File: src/pkg/ctsf_pkg.sv
// Shared constants, field layout and decode helpers for the completion framer.
// Assumes a 512-bit completion stream with 16 Dword keep bits, one clock domain.
package ctsf_pkg;

   // Stream geometry
   localparam int DATA_W     = 512;
   localparam int KEEP_W     = 16;
   localparam int SIDEBAND_W = 183;
   localparam int FRAME_W    = 16;

   // Framing field positions within the completion sideband
   localparam int START_FLAGS_LSB  = 0;
   localparam int FIRST_START_LSB  = 2;
   localparam int SECOND_START_LSB = 4;
   localparam int END_FLAGS_LSB    = 6;
   localparam int FIRST_END_LSB    = 8;
   localparam int SECOND_END_LSB   = 12;

   // Start and end count codes
   localparam logic [1:0] CNT_NONE = 2'h0;
   localparam logic [1:0] CNT_ONE  = 2'h1;
   localparam logic [1:0] CNT_RSVD = 2'h2;
   localparam logic [1:0] CNT_TWO  = 2'h3;

   // Start position codes
   localparam logic [1:0] POS_LANE0  = 2'h0;
   localparam logic [1:0] POS_LANE32 = 2'h2;

   // Reset values
   localparam logic RST_PROTO_ERR = 1'b0;

   typedef struct packed {
      logic [3:0] secondEndOffset;
      logic [3:0] firstEndOffset;
      logic [1:0] tlpEndFlags;
      logic [1:0] secondStartPosition;
      logic [1:0] firstStartPosition;
      logic [1:0] tlpStartFlags;
   } ctsf_frame_t;

   typedef struct packed {
      logic [DATA_W-1:0] data;
      logic [KEEP_W-1:0] keep;
      ctsf_frame_t       frame;
   } ctsf_beat_t;

   typedef enum logic [0:0] {
      ST_IDLE = 1'b0,
      ST_OPEN = 1'b1
   } ctsf_state_t;

   // Number of TLPs a start or end code announces; reserved reads as none
   function automatic logic [1:0] ctsf_count(input logic [1:0] code);
      logic [1:0] n;
      n = 2'h0;
      case (code)
         CNT_ONE: n = 2'h1;
         CNT_TWO: n = 2'h2;
         default: n = 2'h0;
      endcase
      return n;
   endfunction : ctsf_count

   function automatic logic ctsf_count_rsvd(input logic [1:0] code);
      return code == CNT_RSVD;
   endfunction : ctsf_count_rsvd

   // Index of the highest kept Dword, zero when nothing is kept
   function automatic logic [3:0] ctsf_last_dword(input logic [KEEP_W-1:0] keep);
      logic [3:0] idx;
      idx = 4'h0;
      for (int i = 0; i < KEEP_W; i++) begin
         if (keep[i]) begin
            idx = 4'(i);
         end
      end
      return idx;
   endfunction : ctsf_last_dword

endpackage : ctsf_pkg

File: src/core/ctsf_framer.sv
// Completion stream framer: accepts user completion beats and presents them
// to the core with one uniform framing form, whether straddle is on or off.
// Assumes the sender holds data stable while ready is low, and that the
// straddle selection changes only between TLPs.
//
// Overview of operation
// - With straddle the start flags mean none, one or two TLPs beginning, with code 10 reserved.
// - The start flags are used only with straddle; otherwise a first beat is the one after a last beat.
// - The first start position is lane 0 for code 00 and lane 32 for code 10, the others reserved.
// - The second start position is used only with straddle and must be 10, meaning lane 32.
// - The end flags mark the last beat of each TLP, meaning none, one or two ending, with 10 reserved.
// - Without straddle the end flags are ignored and the end comes from last and the keep bits.
// - The first end offset gives the last Dword of the first TLP ending, valid with end bit 0.
// - The second end offset gives the last Dword of the second TLP ending, valid with end bit 1.
// - With straddle the last signal is disregarded and only the sideband flags frame TLPs.
module ctsf_framer
   import ctsf_pkg::*;
#(
   parameter int DATA_WIDTH = DATA_W,
   parameter int KEEP_WIDTH = KEEP_W
) (
   // Clock and reset
   input  wire logic                    sys_clk,
   input  wire logic                    rst_b,
   // Mode
   input  wire logic                    straddleEn,
   // Completion stream from user logic
   input  wire logic [DATA_WIDTH-1:0]   s_axis_cc_tdata,
   input  wire logic [KEEP_WIDTH-1:0]   s_axis_cc_tkeep,
   input  wire logic                    s_axis_cc_tlast,
   input  wire logic                    s_axis_cc_tvalid,
   input  wire logic [SIDEBAND_W-1:0]   completionSideband,
   output logic [3:0]                   s_axis_cc_tready,
   // Framed beats towards the core
   output logic                         beatValid,
   input  wire logic                    beatReady,
   output logic [DATA_WIDTH-1:0]        beatData,
   output logic [KEEP_WIDTH-1:0]        beatKeep,
   output ctsf_frame_t                  beatFrame,
   // Status
   output logic                         protoErr
);

   // Refused while elaborating; the packed beat type fixes the layout
   if (DATA_WIDTH != DATA_W || KEEP_WIDTH != KEEP_W) begin : g_bad_layout
      $error("ctsf_framer: only the 512-bit, 16-Dword layout is served");
   end

   typedef struct packed {
      ctsf_state_t pktState;
      logic        protoErr;
   } ctsf_top_state_t;

   ctsf_top_state_t topReg;
   ctsf_top_state_t topNext;

   ctsf_frame_t decFrame;
   ctsf_beat_t  inBeat;
   ctsf_beat_t  outBeat;
   logic        decOpen;
   logic        decRsvd;
   logic        decCount;
   logic        bufReady;
   logic        accept;

   assign accept = s_axis_cc_tvalid && bufReady;

   ctsf_frame_decode u_decode (
      .straddleEn    (straddleEn),
      .pktOpen       (topReg.pktState == ST_OPEN),
      .sidebandFrame (completionSideband[FRAME_W-1:0]),
      .beatLast      (s_axis_cc_tlast),
      .beatKeep      (s_axis_cc_tkeep),
      .normFrame     (decFrame),
      .nextOpen      (decOpen),
      .rsvdErr       (decRsvd),
      .countErr      (decCount)
   );

   always_comb begin
      inBeat       = '0;
      inBeat.data  = s_axis_cc_tdata;
      inBeat.keep  = s_axis_cc_tkeep;
      inBeat.frame = decFrame;
   end

   // Packet tracking and error pulse advance only on an accepted beat
   always_comb begin
      topNext          = topReg;
      topNext.protoErr = 1'b0;
      if (accept) begin
         case (topReg.pktState)
            ST_IDLE: topNext.pktState = decOpen ? ST_OPEN : ST_IDLE;
            ST_OPEN: topNext.pktState = decOpen ? ST_OPEN : ST_IDLE;
            default: topNext.pktState = ST_IDLE;
         endcase
         topNext.protoErr = decRsvd || decCount;
      end
   end

   always_ff @(posedge sys_clk) begin
      if (!rst_b) begin
         topReg.pktState <= ST_IDLE;
         topReg.protoErr <= RST_PROTO_ERR;
      end else begin
         topReg <= topNext;
      end
   end

   // Buffer absorbs a downstream stall without losing an accepted beat
   ctsf_skid_buf #(
      .WIDTH ($bits(ctsf_beat_t))
   ) u_buf (
      .sys_clk  (sys_clk),
      .rst_b    (rst_b),
      .inValid  (s_axis_cc_tvalid),
      .inReady  (bufReady),
      .inData   (inBeat),
      .outValid (beatValid),
      .outReady (beatReady),
      .outData  (outBeat)
   );

   assign s_axis_cc_tready = {4{bufReady}};
   assign beatData         = outBeat.data;
   assign beatKeep         = outBeat.keep;
   assign beatFrame        = outBeat.frame;
   assign protoErr         = topReg.protoErr;

   // Helper: what the sideband itself carried on this beat
   logic [1:0] sbStart;
   logic [1:0] sbEnd;
   assign sbStart = completionSideband[START_FLAGS_LSB +: 2];
   assign sbEnd   = completionSideband[END_FLAGS_LSB +: 2];

   chk_nostr_first_beat: assert property (
      @(posedge sys_clk) disable iff (!rst_b)
      (accept && !straddleEn) |->
         decFrame.tlpStartFlags[0] == (topReg.pktState == ST_IDLE)
         && decFrame.tlpStartFlags[1] == 1'b0)
      else $error("start flag not derived from previous last beat");

   chk_nostr_after_last: assert property (
      @(posedge sys_clk) disable iff (!rst_b)
      (accept && !straddleEn && s_axis_cc_tlast) ##1 (accept && !straddleEn) |->
         decFrame.tlpStartFlags == CNT_ONE)
      else $error("beat after last not marked as first beat");

   chk_nostr_lane_zero: assert property (
      @(posedge sys_clk) disable iff (!rst_b)
      (accept && !straddleEn) |->
         decFrame.firstStartPosition == POS_LANE0 && decFrame.secondStartPosition == POS_LANE0)
      else $error("start position not forced to lane 0");

   chk_nostr_end_keep: assert property (
      @(posedge sys_clk) disable iff (!rst_b)
      (accept && !straddleEn && s_axis_cc_tlast && s_axis_cc_tkeep == 16'h00ff) |->
         decFrame.tlpEndFlags == CNT_ONE && decFrame.firstEndOffset == 4'h7)
      else $error("end offset not taken from keep bits");

   chk_nostr_end_ignore: assert property (
      @(posedge sys_clk) disable iff (!rst_b)
      (accept && !straddleEn && !s_axis_cc_tlast) |->
         decFrame.tlpEndFlags == CNT_NONE && topNext.pktState == ST_OPEN)
      else $error("sideband end flags leaked through without straddle");

   chk_str_sideband: assert property (
      @(posedge sys_clk) disable iff (!rst_b)
      (accept && straddleEn) |->
         decFrame.tlpStartFlags == sbStart && decFrame.tlpEndFlags == sbEnd
         && decFrame.firstEndOffset == completionSideband[FIRST_END_LSB +: 4]
         && decFrame.secondEndOffset == completionSideband[SECOND_END_LSB +: 4])
      else $error("straddle framing not taken from sideband");

   chk_str_two_starts: assert property (
      @(posedge sys_clk) disable iff (!rst_b)
      (accept && straddleEn && sbStart == CNT_TWO
       && completionSideband[SECOND_START_LSB +: 2] != POS_LANE32) |=> protoErr)
      else $error("bad second start position not flagged");

   chk_str_rsvd_code: assert property (
      @(posedge sys_clk) disable iff (!rst_b)
      (accept && straddleEn && (sbStart == CNT_RSVD || sbEnd == CNT_RSVD)) |=> protoErr)
      else $error("reserved count code not flagged");

   chk_str_open_track: assert property (
      @(posedge sys_clk) disable iff (!rst_b)
      (accept && straddleEn && topReg.pktState == ST_IDLE && sbStart == CNT_ONE
       && sbEnd == CNT_NONE && completionSideband[FIRST_START_LSB] == 1'b0)
      |=> topReg.pktState == ST_OPEN && !protoErr)
      else $error("single start without end did not open a TLP");

   chk_err_quiet: assert property (
      @(posedge sys_clk) disable iff (!rst_b)
      !accept |=> !protoErr)
      else $error("error pulse without an accepted beat");

   chk_buf_pass: assert property (
      @(posedge sys_clk) disable iff (!rst_b)
      (accept && !beatValid) |=> beatValid && beatFrame == $past(decFrame))
      else $error("accepted beat not presented next cycle");

   chk_ready_hold: assert property (
      @(posedge sys_clk) disable iff (!rst_b)
      (beatValid && !beatReady && !s_axis_cc_tready[0]) |=> $stable(beatData))
      else $error("stalled output changed while buffer full");

   chk_str_close_none: assert property (
      @(posedge sys_clk) disable iff (!rst_b)
      (accept && straddleEn && topReg.pktState == ST_IDLE && sbStart == CNT_NONE
       && sbEnd == CNT_ONE) |=> protoErr && topReg.pktState == ST_IDLE)
      else $error("end without an open TLP not flagged");

   chk_str_first_pos: assert property (
      @(posedge sys_clk) disable iff (!rst_b)
      (accept && straddleEn && sbStart != CNT_NONE
       && completionSideband[FIRST_START_LSB] == 1'b1) |=> protoErr)
      else $error("reserved first start position not flagged");

   chk_str_hand_over: assert property (
      @(posedge sys_clk) disable iff (!rst_b)
      (accept && straddleEn && topReg.pktState == ST_OPEN && sbStart == CNT_ONE
       && sbEnd == CNT_ONE && completionSideband[FIRST_START_LSB +: 2] == POS_LANE32)
      |=> topReg.pktState == ST_OPEN && !protoErr)
      else $error("closing and opening in one beat not tracked");

   chk_nostr_no_err: assert property (
      @(posedge sys_clk) disable iff (!rst_b)
      (accept && !straddleEn) |=> !protoErr)
      else $error("error raised without straddle");

   // Reset must leave the stream ready and the output side empty
   chk_reset_clear: assert property (
      @(posedge sys_clk)
      !rst_b |=> !beatValid && s_axis_cc_tready[0] && !protoErr
         && topReg.pktState == ST_IDLE)
      else $error("reset did not clear the framer");

endmodule : ctsf_framer

File: src/core/ctsf_skid_buf.sv
// Two-entry buffer with valid/ready on both sides and registered outputs.
// Assumes the drain side may stall at any time; a full buffer drops ready.
module ctsf_skid_buf
   import ctsf_pkg::*;
#(
   parameter int WIDTH = 8
) (
   // Clock and reset
   input  wire logic             sys_clk,
   input  wire logic             rst_b,
   // Fill side
   input  wire logic             inValid,
   output logic                  inReady,
   input  wire logic [WIDTH-1:0] inData,
   // Drain side
   output logic                  outValid,
   input  wire logic             outReady,
   output logic [WIDTH-1:0]      outData
);

   // Refused while elaborating, before any cycle runs
   if (WIDTH < 1) begin : g_bad_width
      $error("ctsf_skid_buf: WIDTH must be positive");
   end

   typedef struct packed {
      logic             mainValid;
      logic             skidValid;
      logic [WIDTH-1:0] mainWord;
      logic [WIDTH-1:0] skidWord;
   } ctsf_buf_state_t;

   ctsf_buf_state_t bufReg;
   ctsf_buf_state_t bufNext;

   always_comb begin
      bufNext = bufReg;
      if (bufReg.mainValid && outReady) begin
         if (bufReg.skidValid) begin
            bufNext.mainWord  = bufReg.skidWord;
            bufNext.skidValid = 1'b0;
         end else begin
            bufNext.mainValid = 1'b0;
         end
      end
      // Ready is the registered empty skid slot, so no combinational path back
      if (inValid && !bufReg.skidValid) begin
         if (!bufNext.mainValid) begin
            bufNext.mainWord  = inData;
            bufNext.mainValid = 1'b1;
         end else begin
            bufNext.skidWord  = inData;
            bufNext.skidValid = 1'b1;
         end
      end
   end

   always_ff @(posedge sys_clk) begin
      if (!rst_b) begin
         bufReg <= '0;
      end else begin
         bufReg <= bufNext;
      end
   end

   assign inReady  = !bufReg.skidValid;
   assign outValid = bufReg.mainValid;
   assign outData  = bufReg.mainWord;

endmodule : ctsf_skid_buf

File: src/core/ctsf_frame_decode.sv
// Per-beat framing decode: turns either sideband or last/keep into one frame form.
// Assumes the caller supplies whether a TLP is still open from earlier beats.
module ctsf_frame_decode
   import ctsf_pkg::*;
(
   // Mode and open-packet context
   input  wire logic                  straddleEn,
   input  wire logic                  pktOpen,
   // Beat framing inputs
   input  wire logic [FRAME_W-1:0]    sidebandFrame,
   input  wire logic                  beatLast,
   input  wire logic [KEEP_W-1:0]     beatKeep,
   // Normalised result
   output ctsf_frame_t                normFrame,
   output logic                       nextOpen,
   output logic                       rsvdErr,
   output logic                       countErr
);

   logic [1:0] startCode;
   logic [1:0] firstPos;
   logic [1:0] secondPos;
   logic [1:0] endCode;
   logic [2:0] openSum;

   assign startCode = sidebandFrame[START_FLAGS_LSB +: 2];
   assign firstPos  = sidebandFrame[FIRST_START_LSB +: 2];
   assign secondPos = sidebandFrame[SECOND_START_LSB +: 2];
   assign endCode   = sidebandFrame[END_FLAGS_LSB +: 2];

   always_comb begin
      normFrame = '0;
      nextOpen  = 1'b0;
      rsvdErr   = 1'b0;
      countErr  = 1'b0;
      openSum   = 3'h0;
      if (straddleEn) begin
         // Boundaries come from the sideband only; last is disregarded
         normFrame.tlpStartFlags       = startCode;
         normFrame.firstStartPosition  = firstPos;
         normFrame.secondStartPosition = secondPos;
         normFrame.tlpEndFlags         = endCode;
         normFrame.firstEndOffset      = sidebandFrame[FIRST_END_LSB +: 4];
         normFrame.secondEndOffset     = sidebandFrame[SECOND_END_LSB +: 4];
         rsvdErr = ctsf_count_rsvd(startCode) || ctsf_count_rsvd(endCode)
                   || (startCode != CNT_NONE && firstPos != POS_LANE0
                       && firstPos != POS_LANE32)
                   || (startCode == CNT_TWO && secondPos != POS_LANE32);
         openSum  = {2'b00, pktOpen} + {1'b0, ctsf_count(startCode)};
         // Ends close the open TLP before or alongside the new starts
         countErr = (openSum < {1'b0, ctsf_count(endCode)})
                    || (openSum - {1'b0, ctsf_count(endCode)} > 3'h1);
         nextOpen = !countErr && (openSum - {1'b0, ctsf_count(endCode)} == 3'h1);
      end else begin
         // First beat follows a last beat; start always at lane 0
         normFrame.tlpStartFlags      = {1'b0, !pktOpen};
         normFrame.firstStartPosition = POS_LANE0;
         normFrame.tlpEndFlags        = {1'b0, beatLast};
         normFrame.firstEndOffset     = beatLast ? ctsf_last_dword(beatKeep) : 4'h0;
         nextOpen = !beatLast;
      end
   end

endmodule : ctsf_frame_decode

File: config.mk
export PLATFORM = sky130hd
export DESIGN_NAME = ctsf_framer
export DESIGN_NICKNAME = d
export VERILOG_FILES = /design/src/pkg/ctsf_pkg.sv /design/src/core/ctsf_framer.sv /design/src/core/ctsf_skid_buf.sv /design/src/core/ctsf_frame_decode.sv
export SDC_FILE = /design/constraint.sdc
export NUM_CORES = 2
export LEC_CHECK = 0
export CAP_MARGIN = 20
export CORE_AREA = 2 2 488 490
export CTS_CLUSTER_DIAMETER = 40
export CTS_CLUSTER_SIZE = 10
export DETAILED_ROUTE_END_ITERATION = 12
export DIE_AREA = 0 0 490 492
export DONT_BUFFER_PORTS = 1
export HOLD_SLACK_MARGIN = 0.02
export PLACE_DENSITY = 0.41
export SLEW_MARGIN = 20
export SYNTH_ARGS = -nofsm -noshare
export SYNTH_HDL_FRONTEND = slang
export SYNTH_SLANG_ARGS = --single-unit
File: constraint.sdc
create_clock -name sys_clk -period 2.36 [get_ports sys_clk]
set_input_delay 0.236 -clock sys_clk [delete_from_list [all_inputs] [get_ports sys_clk]]
set_output_delay 0.236 -clock sys_clk [all_outputs]
set_load 0.1 [all_outputs]
==> run summary <==
The synthesized-area fraction occupied by ao, oa, aoi and oai cells is ~17%. Among all flip-flop cells after synthesis, the most frequent one is sky130_fd_sc_hd__dfxtp_1. The minimum setup slack among reg-to-reg paths came out at 0.12 ns. The clock transition time at the flip-flop clock pins of the worst setup and hold paths is about 0.050 ns.

The share of cells above drive strength 1 is about 16%. After synthesis, the largest family of logic cells by area is simple AND/OR/NAND/NOR gates. The peak fanout along the critical path came out at 51. The final hold violation count is 0. The worst slack at placement came out at 0.0339 ns. The mean instance size in the synthesized netlist came out at roughly 7.7 um^2.

STA classifies the critical path endpoint as a register. The total overflow left after global routing is 0. The max-cap violation count is 0. The number of buffers added by the clock tree synthesis step is about 220.

The flow ran to the end, and the final reports show no timing, DRC or antenna violations. Summing the areas of all xor and xnor instances in the mapped netlist gives 0.0189% of the synthesized area. The starting density of the core came out at 19.6%. The total power divided by cell area came out at 998 nW/um^2. The initial antenna violation count came out at 48. The half-perimeter wire length after detailed placement came out at 131000 um. The top-level I/O count came out at 1267. Synthesis handed over a netlist of 6006 instances.

The total of endpoints with negative setup slack in the final report is 0. Synthesis inferred 1092 register bits. Counting tap cells, the placed design contains a total of 8845 instances. The floorplan has 179 rows. The arrival time at the worst endpoint came out at 3.01 ns. The deepest level of the CTS H-tree is 4. The number of vias after detailed routing is 44003. The maximum resistive drop on vdd came out at 0.627 mV. The number of global-route vias before repair is 41995. The global-route wire length before repair is 280000 um. The final antenna-violating net count came out at 0. The worst setup path is launched from a register. The leakage power summed over all cells is 23.6 nW. The die span in y came out at 492 um. The routability congestion estimate is 0.837. The post-synthesis mux area share came out at less than 1%. Compared with the post-synthesis result, the final layout area differs by 41.0%. The required time at the worst-slack endpoint came out at 3.13 ns.

Leaving out fill and tap cells, the most frequent cells in the layout are 2160 x sky130_fd_sc_hd__nand2_1, 1090 x sky130_fd_sc_hd__dfxtp_1, 717 x sky130_fd_sc_hd__dlygate4sd3_1. The number of iterations in the first detailed-routing pass is 9. The count of non-filler cells in the finished layout came out at 10011. Entering global routing, the biggest net connects 151 pins. Total power for the finished layout comes to around 65 mW. The total area inside the core boundary comes to 236000 um^2. The count of flip-flops with a built-in enable after synthesis is 0.

The fraction of the mapped netlist area in simple logic gates is 22.3%. The die covers roughly 240000 um^2. The TritonCTS clock tree is yes. The mean number of vias per cell came out at 4.40. The sink count of the clock tree came out at between 1000 and 1500. The most area-hungry cell type in the Yosys netlist is sky130_fd_sc_hd__dfxtp_1. Leaving out fill and tap cells, the most frequent cell in the layout is sky130_fd_sc_hd__nand2_1. Setup repair after global routing left no endpoint under its margin. The later-pin clock latency in the skew report came out at 0.85 ns. For the pin with the worst max-slew slack, the measured transition is ~0.87 ns. For this run, asynchronously set or reset flops after synthesis account for 0%. The min-delay analysis places its worst path in the category primary input to register.

The share of the synthesized area in the top cell type came out at 47.1%. After detailed routing, the average wire length per cell comes to 19.1 um. The final standard cell area without fillers is 65500 um^2. The routing usage on met2 came out at roughly a quarter. The count of port buffers added during placement is 0. Summing every instance area after synthesis gives about 46000 um^2.

The final-stage net count is between 7000 and 8000. Of the synthesized area, sequential elements account for 47.1%. Setup slack closes at 0.119 ns. The worst pin sits at a relative slew slack of 41.9%. The longest clock path from root to sink contains 3 buffers. The start-to-end type of the worst setup path is register to register.

The number of nets in the synthesized netlist came out at 6728. Yosys attributes the largest share of cell area to sky130_fd_sc_hd__dfxtp_1 47%, sky130_fd_sc_hd__nand2_1 17%, sky130_fd_sc_hd__a311oi_1 10%, sky130_fd_sc_hd__buf_4 9.1%, sky130_fd_sc_hd__a21oi_1 6.0%. In this run the clock root is driven by a sky130_fd_sc_hd__clkbuf_16. The adder and majority gate portion of the synthesized area is 0.167%. For this run, global-route usage on met1 was measured as between 10% and 20%. The placed cell area came out at about 50000 um^2. The synthesis warning total is 0. The die width came out at 490 um.

The overall routing resource usage is between 10 and 15%. The wire length reported by the detailed router came out at around 190000 um. The upper clock frequency limit is approximately 450 MHz. In this run, distinct cell masters in the synthesized netlist total 40. The total count of max-transition violations in the final report came out at 0. The starting DRC count in detailed routing is approximately 3200. The shortest clock period the worst path allows after layout came out at approximately 2.2 ns. The clock skew came out at 0.0860 ns. After detailed routing, the number of remaining DRC violations is 0.

After layout, the worst path uses 94.9% of the clock period. The met3 layer usage reported by global route came out at slightly above 5%. In this run the most used layer during global routing was met2.
-- where the power goes --
group          switching [mW]  internal [mW]  total, mW
Sequential              0.459           19.6       20.0
Clock                    11.3           21.5       32.8
Combinational            9.66           2.84       12.5
-- worst max-delay path, stage by stage (launching register included) --
cell	delay, ns
sky130_fd_sc_hd__dfxtp_4	0.38
sky130_fd_sc_hd__nand2_1	0.10
sky130_fd_sc_hd__nor3_4	0.34
sky130_fd_sc_hd__buf_12	0.24
sky130_fd_sc_hd__buf_16	0.25
sky130_fd_sc_hd__nand2_1	0.09
sky130_fd_sc_hd__dlygate4sd3_1	0.56
sky130_fd_sc_hd__a21oi_1	0.11
-- final cells by class --
| type | instances | area [um^2] |
|---|---|---|
| sequential | 1092 | 21900 |
| antenna | 29 | 72.6 |
| fill | 25314 | 171000 |
| tap | 3167 | 3960 |
| inverter | 9 | 43.8 |
| timing repair buffer | 1435 | 13400 |
| clock inverter | 145 | 2020 |
| clock buffer | 263 | 5880 |
| multi-input combinational | 3871 | 18200 |
-- stage by stage --
step	util (%)	TNS [ns]	hold WS, ns
floorplan	-	0	0.372
global placement	21.2	-0.221	0.363
detailed placement	21.2	0	0.369
CTS	27.6	0	0.0205
global route	27.7	0	0.0519
finish	27.7	0	0.112
-- layer usage --
| layer | wire (um) | vias to the layer above |
|---|---|---|
| li1 | - | 20827 |
| met1 | 79500 | 21124 |
| met2 | 89700 | 1694 |
| met3 | 16600 | 322 |
| met4 | 5130 | 36 |
| met5 | 218 | - |
-- synth_stat cells (6+ instances only) --
cell type / n
sky130_fd_sc_hd__buf_4: 561
sky130_fd_sc_hd__nor2b_1: 7
sky130_fd_sc_hd__dfxtp_1: 1092
sky130_fd_sc_hd__nand2_1: 2161
sky130_fd_sc_hd__inv_1: 8
sky130_fd_sc_hd__nand3_1: 15
sky130_fd_sc_hd__clkbuf_1: 187
sky130_fd_sc_hd__buf_2: 282
sky130_fd_sc_hd__a211oi_1: 6
sky130_fd_sc_hd__a311oi_1: 539
sky130_fd_sc_hd__a21oi_1: 560
sky130_fd_sc_hd__nor2_1: 539
-- path summary, 6_finish.rpt --
path                   startpoint           endpoint  depth (start not counted)
max                u_buf.outValid  u_buf.bufReg[222]                          7
min          s_axis_cc_tdata[466]  u_buf.bufReg[498]                          3
max reg2reg        u_buf.outValid  u_buf.bufReg[222]                          7
min reg2reg      u_buf.bufReg[26]  u_buf.outData[26]                          2
-- cell families (layout without fill, tap and decap cells) --
kind of cell | after synthesis | in the layout
flip-flops | 1092 | 1092
XOR/XNOR | 1 | 1
multiplexers | 1 | 1
AO/OA/AOI/OAI | 1125 | 1125
buffers and inverters | 1043 | 1852
other | 0 | 29
AND/OR/NAND/NOR | 2739 | 2739
adder cells (fa/ha/maj) | 5 | 5
-- flip-flops by register name (all words and copies together), names as in the netlist --
signal / count
topReg: 1
protoErr: 1
u_buf.outValid: 1
u_buf.outData: 544
u_buf.bufReg: 545
-- timing repair --
item,in CTS,in global routing
hold buffers,718,0
endpoints found under the hold margin,1092,0
setup buffers,0,7
gates resized for setup,0,22
setup endpoints to repair,0,118
Power figures use the tool's default switching activity.
